**src/fcm_consts.vh**
```
// constants for the floppy command interpreter block
`ifndef FCM_CONSTS_VH
`define FCM_CONSTS_VH
`define FCM_OP_DUMP 8'h0e
`define FCM_OP_READ_ID 5'h0a
`define FCM_OP_PERP 8'h12
`define FCM_OP_LOCK 7'h14
`define FCM_OP_CONFIGURE 8'h13
`define FCM_OP_SPECIFY 8'h03
`define FCM_OP_SEEK 8'h0f
`define FCM_OP_FORMAT 5'h0d
`define FCM_OP_READ 5'h06
`define FCM_OP_READ_DEL 5'h0c
`define FCM_OP_WRITE 5'h05
`define FCM_OP_WRITE_DEL 5'h09
`define FCM_OP_VERIFY 5'h16
`define FCM_ST0_INVALID 8'h80
`define FCM_ST0_SEEK_FAIL 8'h40
`define FCM_LOCK_BIT 4
`define FCM_DUMP_LEN 4'ha
`define FCM_XFER_PARAMS 4'h8
`define FCM_RID_LEN 4'h7
`define FCM_XFER_LEN 4'h7
`endif

```
**src/fcm_cmd_interp.v**
```verilog
// floppy command interpreter: dump, read id, perpendicular, lock, invalid, implied seek
// Operation
// - read id latches first good identifier
// - read id returns three status, C H R N
// - invalid opcode: no-op, one byte 80h
// - dump gives sector count after format
// - dump gives end of track after transfer
// - perpendicular bits never drive select pins
// - transfer family shares results; format takes five parameters, the rest eight
// - transfers decoded by low five bits
// - implied seek before read, write and verify when enabled
// - implied seek silent, no extra bytes
// - drive busy during implied seek
// - seek failure gives error and cylinder
`timescale 1ns/1ps
`include "fcm_consts.vh"
module fcm_cmd_interp #(
  parameter FIFO_DEPTH = 16,
  parameter FIFO_AW = 4
) (
  input wire CLK_SYS, // system clock, 50 MHz
  input wire RSTN, // async reset, active low
  input wire CMD_VALID, // host writes a command/parameter byte
  input wire [7:0] CMD_DATA, // command/parameter byte
  input wire RES_POP, // host reads a result byte
  output reg [7:0] RES_DATA, // current result byte
  output reg RES_VALID, // result byte available
  output reg CMD_BUSY, // command in progress
  output reg [3:0] DRIVE_BUSY, // per-drive busy bits of main status
  input wire [7:0] SPEC_TIMES, // step rate / head unload byte
  input wire [7:0] SPEC_LOAD, // head load time / pio transfer select byte
  input wire [7:0] CFG_BYTE, // configure byte: seek enable, fifo, threshold
  input wire [7:0] PRECOMP_START_TRACK, // precompensation start track
  input wire [31:0] CYL_IN, // present cylinder numbers, drive 3..0
  output reg SEEK_REQ, // implied seek start pulse to seek engine
  output reg [1:0] SEEK_DRIVE, // drive being sought
  output reg [7:0] SEEK_CYL, // target cylinder
  input wire SEEK_DONE, // seek finished pulse
  input wire SEEK_FAIL, // seek failed, with SEEK_DONE
  input wire [7:0] SEEK_FAIL_CYL, // cylinder at failure
  output reg XFER_START, // start pulse to data transfer engine
  output reg [4:0] XFER_OP, // transfer opcode, low five bits
  input wire XFER_DONE, // transfer finished pulse
  input wire [7:0] XFER_ST0, // transfer status bytes and id
  input wire [7:0] XFER_ST1, // status byte one
  input wire [7:0] XFER_ST2, // status byte two
  input wire [31:0] XFER_CHRN, // cylinder, head, sector, size
  input wire ID_VALID, // id field read without error
  input wire [31:0] ID_CHRN, // id field cylinder/head/sector/size
  output reg [7:0] PERP_CTRL, // internal perpendicular setting
  output reg LOCK_FLAG // lock setting
);
  localparam S_IDLE = 3'h0;
  localparam S_PARAM = 3'h1;
  localparam S_SEEK = 3'h2;
  localparam S_XFER = 3'h3;
  localparam S_RID = 3'h4;
  localparam S_RESULT = 3'h5;

  reg [2:0] state;
  reg [7:0] opcode;
  reg [3:0] need;
  reg [3:0] idx;
  reg [7:0] par [0:7];
  reg last_fmt;
  reg [7:0] eot_sector;
  reg [7:0] sc_value;
  reg [3:0] res_len;
  reg [3:0] res_idx;
  reg [7:0] res_byte;
  reg push;
  reg [7:0] push_data;
  reg id_got;
  reg [7:0] ids [0:3];
  reg seek_fail;
  reg [7:0] fail_cyl;
  wire [7:0] f_dout;
  wire f_empty;
  wire f_full;
  wire is_xfer;
  wire [4:0] low5;

  assign low5 = CMD_DATA[4:0];
  // transfer family picked out by the low five bits only
  assign is_xfer = (low5 == `FCM_OP_READ) || (low5 == `FCM_OP_READ_DEL) ||
    (low5 == `FCM_OP_WRITE) || (low5 == `FCM_OP_WRITE_DEL) ||
    (low5 == `FCM_OP_VERIFY) || (low5 == `FCM_OP_FORMAT);

  fcm_result_fifo #(.WIDTH(8), .DEPTH(FIFO_DEPTH), .AW(FIFO_AW)) u_fifo (
    .clk(CLK_SYS),
    .rstn(RSTN),
    .flush(CMD_VALID && state == S_IDLE),
    .push(push),
    .din(push_data),
    .pop(RES_POP && RES_VALID),
    .dout(f_dout),
    .empty(f_empty),
    .full(f_full)
  );

  ////////////////////////////////////////////////////////////////////////////
  // result byte selection
  always @* begin
    res_byte = 8'h00;
    if (opcode == `FCM_OP_DUMP) begin
      case (res_idx)
        4'h0: res_byte = CYL_IN[7:0];
        4'h1: res_byte = CYL_IN[15:8];
        4'h2: res_byte = CYL_IN[23:16];
        4'h3: res_byte = CYL_IN[31:24];
        4'h4: res_byte = SPEC_TIMES;
        4'h5: res_byte = SPEC_LOAD;
        4'h6: res_byte = last_fmt ? sc_value : eot_sector;
        4'h7: res_byte = {LOCK_FLAG, 1'b0, PERP_CTRL[5:0]};
        4'h8: res_byte = {1'b0, CFG_BYTE[6:0]};
        4'h9: res_byte = PRECOMP_START_TRACK;
        default: res_byte = 8'h00;
      endcase
    end else if (opcode[6:0] == `FCM_OP_LOCK) begin
      res_byte = 8'h00;
      res_byte[`FCM_LOCK_BIT] = LOCK_FLAG;
    end else if (res_len == 4'h1) begin
      res_byte = `FCM_ST0_INVALID;
    end else begin
      case (res_idx)
        4'h0: res_byte = XFER_ST0;
        4'h1: res_byte = XFER_ST1;
        4'h2: res_byte = XFER_ST2;
        4'h3: res_byte = ids[0];
        4'h4: res_byte = ids[1];
        4'h5: res_byte = ids[2];
        4'h6: res_byte = ids[3];
        default: res_byte = 8'h00;
      endcase
      if (seek_fail && res_idx == 4'h0) begin
        res_byte = `FCM_ST0_SEEK_FAIL | {6'h00, SEEK_DRIVE};
      end
      if (seek_fail && res_idx == 4'h3) begin
        res_byte = fail_cyl;
      end
      if (seek_fail && (res_idx == 4'h1 || res_idx == 4'h2)) begin
        res_byte = 8'h00;
      end
    end
  end

  ////////////////////////////////////////////////////////////////////////////
  // command sequencer
  always @(posedge CLK_SYS or negedge RSTN) begin
    if (!RSTN) begin
      state <= S_IDLE;
      opcode <= 8'h00;
      need <= 4'h0;
      idx <= 4'h0;
      last_fmt <= 1'b0;
      eot_sector <= 8'h00;
      sc_value <= 8'h00;
      res_len <= 4'h0;
      res_idx <= 4'h0;
      push <= 1'b0;
      push_data <= 8'h00;
      id_got <= 1'b0;
      seek_fail <= 1'b0;
      fail_cyl <= 8'h00;
      CMD_BUSY <= 1'b0;
      DRIVE_BUSY <= 4'h0;
      SEEK_REQ <= 1'b0;
      SEEK_DRIVE <= 2'b00;
      SEEK_CYL <= 8'h00;
      XFER_START <= 1'b0;
      XFER_OP <= 5'h00;
      PERP_CTRL <= 8'h00;
      LOCK_FLAG <= 1'b0;
      RES_DATA <= 8'h00;
      RES_VALID <= 1'b0;
      ids[0] <= 8'h00;
      ids[1] <= 8'h00;
      ids[2] <= 8'h00;
      ids[3] <= 8'h00;
    end else begin
      SEEK_REQ <= 1'b0;
      XFER_START <= 1'b0;
      push <= 1'b0;
      RES_DATA <= f_dout;
      RES_VALID <= !f_empty && !(RES_POP && RES_VALID);
      case (state)
        S_IDLE: begin
          CMD_BUSY <= 1'b0;
          if (CMD_VALID) begin
            opcode <= CMD_DATA;
            idx <= 4'h0;
            res_idx <= 4'h0;
            seek_fail <= 1'b0;
            CMD_BUSY <= 1'b1;
            if (CMD_DATA == `FCM_OP_DUMP) begin
              res_len <= `FCM_DUMP_LEN;
              state <= S_RESULT;
            end else if (CMD_DATA[6:0] == `FCM_OP_LOCK) begin
              LOCK_FLAG <= CMD_DATA[7];
              res_len <= 4'h1;
              state <= S_RESULT;
            end else if (CMD_DATA == `FCM_OP_PERP) begin
              need <= 4'h1;
              state <= S_PARAM;
            end else if (CMD_DATA[7] == 1'b0 && CMD_DATA[5:0] == {1'b0, `FCM_OP_READ_ID}) begin
              need <= 4'h1;
              state <= S_PARAM;
            end else if (is_xfer && low5 == `FCM_OP_FORMAT) begin
              need <= 4'h5;
              state <= S_PARAM;
            end else if (is_xfer) begin
              need <= `FCM_XFER_PARAMS;
              state <= S_PARAM;
            end else if (CMD_DATA == `FCM_OP_CONFIGURE) begin
              need <= 4'h3;
              state <= S_PARAM;
            end else if (CMD_DATA == `FCM_OP_SPECIFY) begin
              need <= 4'h2;
              state <= S_PARAM;
            end else begin
              res_len <= 4'h1;
              opcode <= 8'hff;
              state <= S_RESULT;
            end
          end
        end
        S_PARAM: begin
          if (CMD_VALID) begin
            par[idx[2:0]] <= CMD_DATA;
            idx <= idx + 4'h1;
            if (idx + 4'h1 == need) begin
              if (opcode == `FCM_OP_PERP) begin
                // internal only; drive select pins stay with the output register
                PERP_CTRL <= CMD_DATA;
                state <= S_IDLE;
              end else if (opcode[4:0] == `FCM_OP_READ_ID && need == 4'h1) begin
                SEEK_DRIVE <= CMD_DATA[1:0];
                res_len <= `FCM_RID_LEN;
                id_got <= 1'b0;
                XFER_OP <= `FCM_OP_READ_ID;
                XFER_START <= 1'b1;
                state <= S_RID;
              end else if (opcode[4:0] == `FCM_OP_FORMAT && need == 4'h5) begin
                last_fmt <= 1'b1;
                sc_value <= par[2];
                XFER_OP <= `FCM_OP_FORMAT;
                XFER_START <= 1'b1;
                res_len <= `FCM_XFER_LEN;
                state <= S_XFER;
              end else if (need == `FCM_XFER_PARAMS) begin
                last_fmt <= 1'b0;
                eot_sector <= par[5];
                SEEK_DRIVE <= par[0][1:0];
                SEEK_CYL <= par[1];
                XFER_OP <= opcode[4:0];
                res_len <= `FCM_XFER_LEN;
                if (CFG_BYTE[6] && par[1] != CYL_IN[{par[0][1:0], 3'b000} +: 8]) begin
                  SEEK_REQ <= 1'b1;
                  DRIVE_BUSY[par[0][1:0]] <= 1'b1;
                  state <= S_SEEK;
                end else begin
                  XFER_START <= 1'b1;
                  state <= S_XFER;
                end
              end else begin
                state <= S_IDLE;
              end
            end
          end
        end
        S_SEEK: begin
          if (SEEK_DONE) begin
            DRIVE_BUSY[SEEK_DRIVE] <= 1'b0;
            if (SEEK_FAIL) begin
              seek_fail <= 1'b1;
              fail_cyl <= SEEK_FAIL_CYL;
              state <= S_RESULT;
            end else begin
              XFER_START <= 1'b1;
              state <= S_XFER;
            end
          end
        end
        S_XFER: begin
          if (XFER_DONE) begin
            ids[0] <= XFER_CHRN[31:24];
            ids[1] <= XFER_CHRN[23:16];
            ids[2] <= XFER_CHRN[15:8];
            ids[3] <= XFER_CHRN[7:0];
            state <= S_RESULT;
          end
        end
        S_RID: begin
          // later good identifiers are ignored, only the first is kept
          if (ID_VALID && !id_got) begin
            id_got <= 1'b1;
            ids[0] <= ID_CHRN[31:24];
            ids[1] <= ID_CHRN[23:16];
            ids[2] <= ID_CHRN[15:8];
            ids[3] <= ID_CHRN[7:0];
          end
          if (XFER_DONE) begin
            state <= S_RESULT;
          end
        end
        S_RESULT: begin
          if (res_idx == res_len) begin
            state <= S_IDLE;
          end else if (!f_full) begin
            // byte is registered with its own index so push and data line up
            push_data <= res_byte;
            push <= 1'b1;
            res_idx <= res_idx + 4'h1;
          end
        end
        default: state <= S_IDLE;
      endcase
    end
  end
endmodule

```
**src/fcm_result_fifo.v**
```verilog
// result byte fifo for the command interpreter
`timescale 1ns/1ps
module fcm_result_fifo #(
  parameter WIDTH = 8,
  parameter DEPTH = 16,
  parameter AW = 4
) (
  input wire clk, // system clock
  input wire rstn, // async reset, active low
  input wire flush, // empty the fifo
  input wire push, // write strobe
  input wire [WIDTH-1:0] din, // write data
  input wire pop, // read strobe
  output wire [WIDTH-1:0] dout, // head of fifo
  output wire empty, // no data
  output wire full // no room
);
  reg [WIDTH-1:0] mem [0:DEPTH-1];
  reg [AW-1:0] rd_ptr;
  reg [AW-1:0] wr_ptr;
  reg [AW:0] count;
  wire do_push;
  wire do_pop;
  assign empty = (count == {(AW+1){1'b0}});
  assign full = (count == DEPTH[AW:0]);
  assign do_push = push && !full;
  assign do_pop = pop && !empty;
  assign dout = mem[rd_ptr];
  always @(posedge clk) begin
    if (do_push) begin
      mem[wr_ptr] <= din;
    end
  end
  always @(posedge clk or negedge rstn) begin
    if (!rstn) begin
      rd_ptr <= {AW{1'b0}};
      wr_ptr <= {AW{1'b0}};
      count <= {(AW+1){1'b0}};
    end else if (flush) begin
      rd_ptr <= {AW{1'b0}};
      wr_ptr <= {AW{1'b0}};
      count <= {(AW+1){1'b0}};
    end else begin
      if (do_push) begin
        wr_ptr <= wr_ptr + {{(AW-1){1'b0}}, 1'b1};
      end
      if (do_pop) begin
        rd_ptr <= rd_ptr + {{(AW-1){1'b0}}, 1'b1};
      end
      if (do_push && !do_pop) begin
        count <= count + {{AW{1'b0}}, 1'b1};
      end else if (do_pop && !do_push) begin
        count <= count - {{AW{1'b0}}, 1'b1};
      end
    end
  end
endmodule

```
**config.mk**
```make
export PLATFORM = sky130hd
export DESIGN_NAME = fcm_cmd_interp
export DESIGN_NICKNAME = d
export VERILOG_FILES = /design/src/fcm_cmd_interp.v /design/src/fcm_result_fifo.v
export VERILOG_INCLUDE_DIRS = /design/src
export SDC_FILE = /design/constraint.sdc
export NUM_CORES = 1
export LEC_CHECK = 0
export BUFFER_PORTS_ARGS = -buffer_cell sky130_fd_sc_hd__buf_2
export CAP_MARGIN = 0
export CORE_AREA = 2 2 246 248
export CTS_BUF_LIST = sky130_fd_sc_hd__clkbuf_8
export CTS_CLUSTER_DIAMETER = 50
export DETAILED_ROUTE_END_ITERATION = 10
export DIE_AREA = 0 0 248 250
export PLACE_DENSITY_LB_ADDON = 0.05
export SLEW_MARGIN = 15
export SYNTH_ARGS = -nofsm -noshare
export SYNTH_HDL_FRONTEND = slang
export SYNTH_HIERARCHICAL = 1
export SYNTH_SLANG_ARGS = --single-unit
```
**constraint.sdc**
```tcl
create_clock -name CLK_SYS -period 5.2 [get_ports CLK_SYS]
set_input_delay 0.52 -clock CLK_SYS [delete_from_list [all_inputs] [get_ports CLK_SYS]]
set_output_delay 0.52 -clock CLK_SYS [all_outputs]
set_load 0.01 [all_outputs]
```
==> metrics, run 1 <==
gpl congestion 0.8099; Core Box Area 59,570 um^2; Final Setup Violations 0; routed wire length 49,270 um; Final Critical Period 3.184 ns; M2 GR Usage 26.72%; internal power 0.005899 W; status finished clean; Final Hold Violating Endpoints 0; Most Used Layer, Global Route met2; CP max FO 13; WL/cell 22.80 um; #FFs+latches synth 302; Tot GR Track Use 15.88%; number of library cell types mapped by synthesis 96; f_max 314.1 MHz; Top FF cell, synth edfxtp_1; slew margin rel. 30.46%; I/O pin total 216; Final ANT Viol Nets 0; Least-Margin Pin Slew 1.039 ns; number of cell rows 90; Setup Buffers After CTS 0; drt initial violations 619; final worst path period share 61.23%; Seq/Total Area, Yosys 56.73%; hold path depth 2; GR met1 Demand/Resource 20.98%; Setup TNS Final 0 ns; asr flop ratio synth 49.01%; Post-Synthesis Cells 1,103; vias in the first global route 10,800; Die Area 62,000 um^2; Synth area leader edfxtp_1; Worst Setup End Kind flip-flop; TritonCTS sink count 302; worst hold path type in2reg; Post-DP Area 16,560 um^2; Clock power frac 27.7%; Worst EP required 5.77 ns; P_sw 0.003396 W; leak pwr 7.129 nW; Worst Path Arrival 3.75 ns; synth warn 6; Switching Share 36.54%; RR Endpoint push_data[4]; area delta synth->final 21.68%; R2R cell count 8; clk_lat worst skew 0.65 ns; R2R setup slack 2.02 ns; Clock transition at path regs 0.06 ns; most frequent cell after synthesis edfxtp_1; I/O Buffers 214; routed vias/inst 4.750; ranking of synthesized cells by area edfxtp_1 32%, dfrtp_1 25%, mux2_2 4.1%, mux4_2 4.1%, mux4_1 3.8%; Num CTS Buffers 60; largest net degree at the start of global routing 122; initial antenna violation count 2; 1st-pass router iterations 5; Layout Nets 1,519; RSZ-0062 raised after global routing false; total gr overflow 0; syn_nets 1,294; Synth Cell Area 14,680 um^2; Hold EP fail_cyl[2]; first-pass GRT wire length 72,710 um; via count 10,264; Setup Skew 0.03704 ns; commonest cells in the netlist 154 x edfxtp_1, 148 x dfrtp_1, 96 x nor2_1, 67 x a21oi_1, 57 x nand2_1; crit path kind reg2reg; post-cts resize count 0; residual DRC count 0; met3 usage 2.559%; post-DP HPWL 35,230 um; Avg Inst Size Synth 13.31 um^2; Pwr Density 520.4 nW/um^2; DIE WIDTH 248 um; final non-filler cell area 17,860 um^2; H-tree levels 2; hold_sp SEEK_FAIL_CYL[2]; CTS tree done; combinational power share 31.7%; max-cap check violation count 0; Peak VDD IR 0.1744 mV; R2R Path Start res_idx[0]; CTS max path bufs 3; Starting Density 24.64%; final hold slack 0.1017 ns; crit start category flip-flop; Root Buffer clkbuf_8; layout cell share with drive strength beyond 1 31.93%; die height 250 um; sequential power share 40.6%; share of the synthesized area in the top cell type 31.50%; Slew Limit Fails 0; EDFF count, synth 154
[state kept, by name, summed over array words and instances, names as in the netlist, 5 cells and up]
name / count
PERP_CTRL: 8
RES_DATA: 8
SEEK_CYL: 8
XFER_OP: 5
eot_sector: 8
fail_cyl: 8
ids: 32
opcode: 8
par: 26
push_data: 8
sc_value: 8
u_fifo/count: 5
u_fifo/mem: 128
[metrics by stage]
stage / instances / setup slack, ns / util (%) / power [W]
final: 2161 / 2.016 / 29.99 / 0.009295
after global routing: 2161 / 1.812 / 29.99 / 0.009884
after CTS: 2160 / 2.016 / 29.98 / 0.009453
after detailed placement: 2047 / 1.997 / 27.80 / 0.006797
after global placement: 2046 / 1.839 / 27.79 / 0.006796
after floorplan: 1103 / 2.696 / - / 0.005641
[layout by cell type (no fill, tap or decap), types with 6 or more instances in the layout]
cell type | netlist | routed
a211oi_1 | 8 | 8
a21o_1 | 6 | 6
a21oi_1 | 67 | 67
a221oi_1 | 6 | 6
a222oi_1 | 13 | 13
a22o_1 | 9 | 9
a22oi_1 | 19 | 19
a31oi_1 | 7 | 7
buf_2 | 14 | 214
buf_4 | 1 | 15
bufinv_16 | 0 | 6
clkbuf_8 | 0 | 70
dfrtp_1 | 148 | 145
edfxtp_1 | 154 | 154
ha_1 | 14 | 13
inv_1 | 20 | 52
mux2_2 | 54 | 54
mux2i_1 | 53 | 53
mux4_1 | 21 | 21
mux4_2 | 27 | 27
nand2_1 | 57 | 57
nand2b_1 | 15 | 15
nand3_1 | 18 | 18
nor2_1 | 96 | 96
nor2b_1 | 7 | 7
nor3_1 | 16 | 11
o211ai_1 | 7 | 7
o21ai_0 | 29 | 29
o22ai_1 | 7 | 7
o31ai_1 | 8 | 8
o41ai_1 | 6 | 6
or2_2 | 6 | 6
xnor2_1 | 16 | 16
xor2_1 | 12 | 12
[kinds of logic after synthesis]
| kind of cell | synth area share, % |
|---|---|
| DFF | 56.73 |
| adders and majority gates | 1.398 |
| xor gates and xnor gates | 1.781 |
| AOI/OAI and AO/OA | 11.25 |
| buffers and inverters | 3.026 |
| muxes | 16.09 |
| and+or+nand+nor | 9.717 |
[worst max-delay path, cell delays in order, from the launching register on]
cell and delay [ns]:
dfrtp_1 0.46, inv_1 0.12, ha_1 0.70, nor3_1 0.22, a221oi_1 0.76, a32oi_1 0.38, o22ai_1 0.21, a22oi_1 0.11
a21oi_1 0.16
[how the worst max path moves through the flow]
stage | slack (ns) | depth (start not counted) | startpoint | end
6_report | 2.02 | 8 | res_idx[0] | push_data[4]
5_1_grt | 1.81 | 8 | res_idx[0] | push_data[4]
3_5_place_dp | 2.00 | 8 | res_idx[0] | push_data[4]
3_3_place_gp | 1.84 | 6 | res_idx[0] | push_data[1]
2_1_floorplan | 2.70 | 8 | u_fifo/count[0] | u_fifo/count[4]
4_1_cts | 2.02 | 8 | res_idx[0] | push_data[4]
[final cells by class]
type	count	area [um^2]
flip-flops and latches	302	8332
diodes	1	2.502
repair buffers	232	1225
well taps	782	978.4
inverters	21	78.83
multi-input cells	711	5957
clock inverters	42	325.3
fillers	6073	41710
clock buffers	70	963.4
[power groups by stage]
stage / registers (W) / logic (W) / clock network [W]
finish: 0.00377 / 0.00295 / 0.00257
global route: 0.00388 / 0.00322 / 0.00278
CTS: 0.00379 / 0.00298 / 0.00268
detailed placement: 0.00384 / 0.00296 / 0
global placement: 0.00383 / 0.00296 / 0
floorplan: 0.00343 / 0.00221 / 0
[timing repair]
item | in CTS | in global routing
endpoints found under the setup margin | 0 | 0
endpoints found under the hold margin | 28 | 0
hold buffers | 1 | 0
[layer usage]
metal  part of all wire (%)  wire, um
met2                     50     24590
met3                    3.8      1874
met4                    2.1      1023
met5                  0.026        13
met1                     44     21770
Power figures use the tool's default switching activity.
==> run 2: changes to the inputs <==
- ABC_AREA: unset -> 1
- CORE_AREA: 2 2 246 248 -> 2 2 248 250
- DIE_AREA: 0 0 248 250 -> 0 0 250 252
- clock period: 5.2 -> 2.8 ns (I/O delays scaled with it)
==> run 2 against run 1 <==
Compared with the run above:
- register-to-register slack lost 1.7 ns
- clock power rose by 81%
- clock skew up 0.0044 ns
- total power is 87% higher
- synthesized cell count increased by 54%
- via count up 29%
- design area increased by 7.8%
- count of clock-buffer cells in the layout rose by 4
- first-iteration DRC count rose by 16%
- sequential cell count did not move
- setup slack lost 1.7 ns
- critical path type unchanged
- sequential power rose by 76%
==> metrics, run 2 <==
Layout Utilization 32.02%; H-tree levels 3; Final ANT Viol Nets 0; initial antenna violation count 1; post-cts resize count 0; area delta synth->final 29.15%; RR Endpoint ids[11]; CTS max path bufs 3; Die Area 63,000 um^2; 1st-pass router iterations 5; Setup TNS Final 0 ns; Seq/Total Area, Yosys 55.86%; Avg Inst Size Synth 8.770 um^2; crit path kind reg2reg; Setup crit end ids[11]; clk_lat worst skew 0.64 ns; CP max FO 64; post-synthesis mux area share 0.8308%; critical path's slowest cell dlygate4sd3_1; RSZ-0062 raised after global routing false; largest family of logic cells by synthesized area simple AND/OR/NAND/NOR gates; f_max 397.9 MHz; Synth area leader edfxtp_1; EDFF count, synth 154; share of the synthesized area in the top cell type 31.02%; Num CTS Buffers 66; syn_nets 1,891; status finished clean; commonest non-fill, non-tap cell in the layout nand2_1; Critical Path Source state[2]; Synth Cell Area 14,910 um^2; R2R Path Start state[2]; routed vias/inst 4.554; most frequent cells in the layout 391 x nand2_1, 223 x nor2_1, 213 x buf_2; Clock transition at path regs 0.05 ns; area share of and/or/nand/nor cells after synthesis 22.56%; post-DP HPWL 40,740 um; DP Worst Slack 0.3635 ns; Tot Pwr 0.01738 W; Worst Path Arrival 3.07 ns; slew margin rel. 45.90%; Core Box Area 60,130 um^2; Tot GR Track Use 18.02%; largest net degree at the start of global routing 75; Starting Density 24.79%; worst hold path type in2reg; routed wire length 57,020 um; crit path cell chain buf_4, nand4_1, o21ai_4, buf_12, nor2_1, a31oi_1, dlygate4sd3_1; commonest cells in the netlist 391 x nand2_1, 224 x nor2_1, 177 x inv_1, 154 x edfxtp_1, 148 x dfrtp_1; synth warn 6; max-cap check violation count 0; Pwr Density 902.8 nW/um^2; Worst Setup End Kind flip-flop; Root Buffer clkbuf_8; leak pwr 8.725 nW; #FFs+latches synth 302; die height 252 um; Top FF cell, synth edfxtp_1; drt initial violations 715; DIE WIDTH 250 um; Final Hold Violating Endpoints 0; slowest stage delay, CP 0.57 ns; number of library cell types mapped by synthesis 49; WL/cell 19.68 um; I/O pin total 216; final worst setup slack 0.2865 ns; Least-Margin Pin Slew 0.8115 ns; TritonCTS sink count 302; Buf+Inv Stages, Crit Path 3; Worst EP required 3.36 ns; CP top delay family buffers and inverters; first-pass GRT wire length 84,010 um; R2R cell count 7; via count 13,193; Layout Nets 2,255; layout cell share with drive strength beyond 1 19.06%; asr flop ratio synth 49.01%; vias in the first global route 13,078; Post-Synthesis Cells 1,700; Post-Place Cells 2,694; crit start category flip-flop; Final Setup Violations 0; CTS tree done; Final Critical Period 2.513 ns; max FFs per register 128; ranking of synthesized cells by area edfxtp_1 31%, dfrtp_1 25%, nand2_1 9.8%, nor2_1 5.6%, inv_1 4.5%; gpl congestion 0.8449; Post-Synth XOR/XNOR Area 0.5287%; R2R setup slack 0.29 ns; number of cell rows 90; total gr overflow 0; Slew Limit Fails 0; I/O Buffers 214; Peak VDD IR 0.3346 mV; Synth Area in Compound Gates 12.04%; Synth Area in Adders 1.309%; Setup Skew 0.04144 ns; Biggest register u_fifo/mem; post-route insts no fill 2,897; most frequent cell after synthesis nand2_1; final worst path period share 89.77%; residual DRC count 0; WP depth 7
[run 2: changes by cell type in the layout (fill, tap and decap cells not counted), sizes merged, moves of 28 or more]
cell,delta
nand2,+340
nand3,+86
mux2,-48
buf,+42
inv,+166
o211ai,+28
nor2,+130
mux4,-48
mux2i,-53
o21ai,+123
dlygate4sd3,+83
[run 2: how the worst min path moves through the flow]
stage                 from       endpoint  slack (ns)  cells after the start
3_5_place_dp     par[5][4]  eot_sector[4]        0.43                      2
5_1_grt        CFG_BYTE[6]       SEEK_REQ        0.07                      3
4_1_cts           ID_VALID         id_got        0.02                      3
2_1_floorplan         RSTN       CMD_BUSY       -0.02                      0
6_report          ID_VALID         id_got        0.09                      3
3_3_place_gp     par[5][7]  eot_sector[7]        0.43                      2
[run 2: final cells by class]
type | instances | area, um^2
antenna | 1 | 2.502
clock buffer | 74 | 1018
clock inverter | 44 | 224.0
fill | 6482 | 40880
inverter | 189 | 711.9
multi-input combinational | 1148 | 5567
sequential | 302 | 8329
tap | 782 | 978.4
timing repair buffer | 357 | 2424
[run 2: repair_timing]
item,CTS,global route
hold buffers,84,0
setup buffers,0,0
hold endpoints to repair,215,0
[run 2: power by group]
| part | internal, W | switching [W] | total [W] |
|---|---|---|---|
| clock | 0.00252 | 0.00214 | 0.00465 |
| sequential | 0.00574 | 0.000883 | 0.00662 |
| combinational | 0.00227 | 0.00384 | 0.00611 |
| total | 0.0105 | 0.00686 | 0.0174 |
[run 2: tightest hold or removal path: cells and delay by family]
family | cells | cell delay (ns)
AND/OR/NAND/NOR | 1 | 0.17
AO/OA/AOI/OAI | 1 | 0.12
buffers and inverters | 1 | 0.10
[run 2: stage by stage]
step	instance area (um^2)	hold WS [ns]
after global placement	17170	0.4251
after floorplan	14910	-0.01559
after CTS	19250	0.02332
after detailed placement	17170	0.4316
after global routing	19250	0.06636
final	19250	0.09092
[run 2: logic make-up (layout without fill, tap and decap cells)]
family / after synthesis / after routing
AO/OA/AOI/OAI: 318 / 318
XOR/XNOR: 9 / 9
adder cells (fa/ha/maj): 15 / 15
buffers and inverters: 250 / 664
flip-flops: 302 / 302
multiplexers: 11 / 11
other: 0 / 1
AND/OR/NAND/NOR: 795 / 795
[run 2: per-layer routing]
metal | GRT usage (%) | vias to the layer above | wire length [um] | share of wire [%]
li1 | - | 6450 | - | -
met1 | 24.36 | 6321 | 26560 | 47
met2 | 28.80 | 326 | 26160 | 46
met3 | 2.982 | 96 | 2515 | 4.4
met4 | 7.169 | 0 | 1787 | 3.1
met5 | 0 | - | 0 | 0
==> run 3: changes to the inputs <==
- RECOVER_POWER: unset -> 25
==> run 3 against run 2 <==
Compared with the run above:
- the run now ends with capacitance limit, slew limit left
- design area shrank 0.12%
- core utilization about the same
- critical path type unchanged
- setup slack better by 0.0026 ns
==> metrics, run 3 (synthesis results as in run 2) <==
RSZ-0062 raised after global routing false; max FFs per register 128; f_max 398.3 MHz; Die Area 63,000 um^2; commonest non-fill, non-tap cell in the layout nand2_1; Layout Utilization 31.98%; first-pass GRT wire length 84,010 um; final non-filler cell area 19,230 um^2; internal power 0.01052 W; Worst Path Arrival 3.07 ns; Root Buffer clkbuf_8; Clock transition at path regs 0.05 ns; Biggest register u_fifo/mem; WL/cell 19.69 um; Final ANT Viol Nets 0; Tot GR Track Use 18.02%; I/O Buffers 214; gpl congestion 0.8449; initial antenna violation count 1; routed wire length 57,030 um; DIE WIDTH 250 um; Final Hold Violating Endpoints 0; Peak VDD IR 0.3331 mV; combinational power share 35.1%; area delta synth->final 28.99%; I/O pin total 216; Final Setup Violations 0; leak pwr 8.699 nW; failing checks capacitance limit, slew limit; max-cap check violation count 1; Num CTS Buffers 66; TritonCTS sink count 302; Switching Share 39.46%; Worst EP required 3.36 ns; crit path kind reg2reg; residual DRC count 0; sequential power share 38.1%; crit start category flip-flop; layout cell share with drive strength beyond 1 18.68%; Layout fillers 6,485; Post-DP Area 17,170 um^2; vias in the first global route 13,078; Starting Density 24.79%; 1st-pass router iterations 5; post-DP HPWL 40,740 um; clk_lat worst skew 0.64 ns; Final Critical Period 2.511 ns; total gr overflow 0; Worst Setup End Kind flip-flop; largest net degree at the start of global routing 75; Core Box Area 60,130 um^2; Clock power frac 26.8%; CTS tree done; P_sw 0.006855 W; die height 252 um; Least-Margin Pin Slew 1.561 ns; worst hold path type in2reg; Pwr Density 903.4 nW/um^2; final hold slack 0.08839 ns; Setup TNS Final 0 ns; Tot Pwr 0.01737 W; routed vias/inst 4.552; Setup Skew 0.04138 ns; most frequent cells in the layout 391 x nand2_1, 223 x nor2_1, 208 x inv_1; Slew Limit Fails 53; H-tree levels 3; CTS max path bufs 3; CP max FO 64; status complete, but fails checks; number of cell rows 90; via count 13,188; Layout Nets 2,255; final worst path period share 89.67%; slew margin rel. -4.043%; drt initial violations 726
## run 3: layer usage
metal  share of wire, %  vias to the layer above  GRT usage, %
met5                  0                        -             0
met4                3.1                        0         7.169
met3                4.3                       94         2.982
met2                 46                      327         28.80
met1                 47                     6315         24.36
li1                   -                     6452             -
## run 3: path summary, 6_finish.rpt
| check | from | end | slack, ns | cells past startpoint |
|---|---|---|---|---|
| min in group asynchronous | RSTN | idx[1] | 0.75 | 3 |
| worst max register to register | state[2] | ids[11] | 0.29 | 7 |
| max in group asynchronous | RSTN | u_fifo/rd_ptr[0] | 0.95 | 3 |
| worst max-delay path | state[2] | ids[11] | 0.29 | 7 |
| worst min register to register | par[5][5] | eot_sector[5] | 0.44 | 2 |
| worst min-delay path | ID_VALID | id_got | 0.09 | 3 |
## run 3: timing repair
| action | 4_1_cts | 5_1_grt |
|---|---|---|
| gates resized for setup | 0 | 0 |
| setup buffers | 0 | 0 |
| endpoints found under the setup margin | 0 | 0 |
| hold endpoints to repair | 215 | 0 |
| hold buffers | 84 | 0 |
## run 3: stage by stage
stage               cells  worst slack [ns]
global placement     2694            0.3695
CTS                  2896            0.3239
global route         2897            0.1518
finish               2897            0.2892
floorplan            1700            0.4949
detailed placement   2694            0.3635
## run 3: power by group through the flow
stage	Combinational [W]	Clock (W)	Sequential (W)
after floorplan	0.00368	0	0.00637
after global placement	0.00574	0	0.00672
after detailed placement	0.00574	0	0.00673
after CTS	0.00620	0.00484	0.00665
after global routing	0.00686	0.00502	0.00677
final	0.00610	0.00465	0.00662
## run 3: final cells by class
class | count | area (um^2) | area share, %
Antenna cell | 1 | 2.502 | 0.01301
Timing Repair Buffer | 357 | 2400 | 12.48
Tap cell | 782 | 978.4 | 5.088
Clock buffer | 74 | 1018 | 5.296
Inverter | 189 | 711.9 | 3.702
Multi-Input combinational cell | 1148 | 5567 | 28.95
Sequential cell | 302 | 8329 | 43.31
Clock inverter | 44 | 224.0 | 1.165
## run 3: worst max-delay path, cell delays in order (launching register included)
cell and delay (ns):
dfrtp_1 0.49, buf_4 0.43, nand4_1 0.27, o21ai_4 0.15, buf_12 0.28, nor2_1 0.07, a31oi_1 0.16, dlygate4sd3_1 0.57
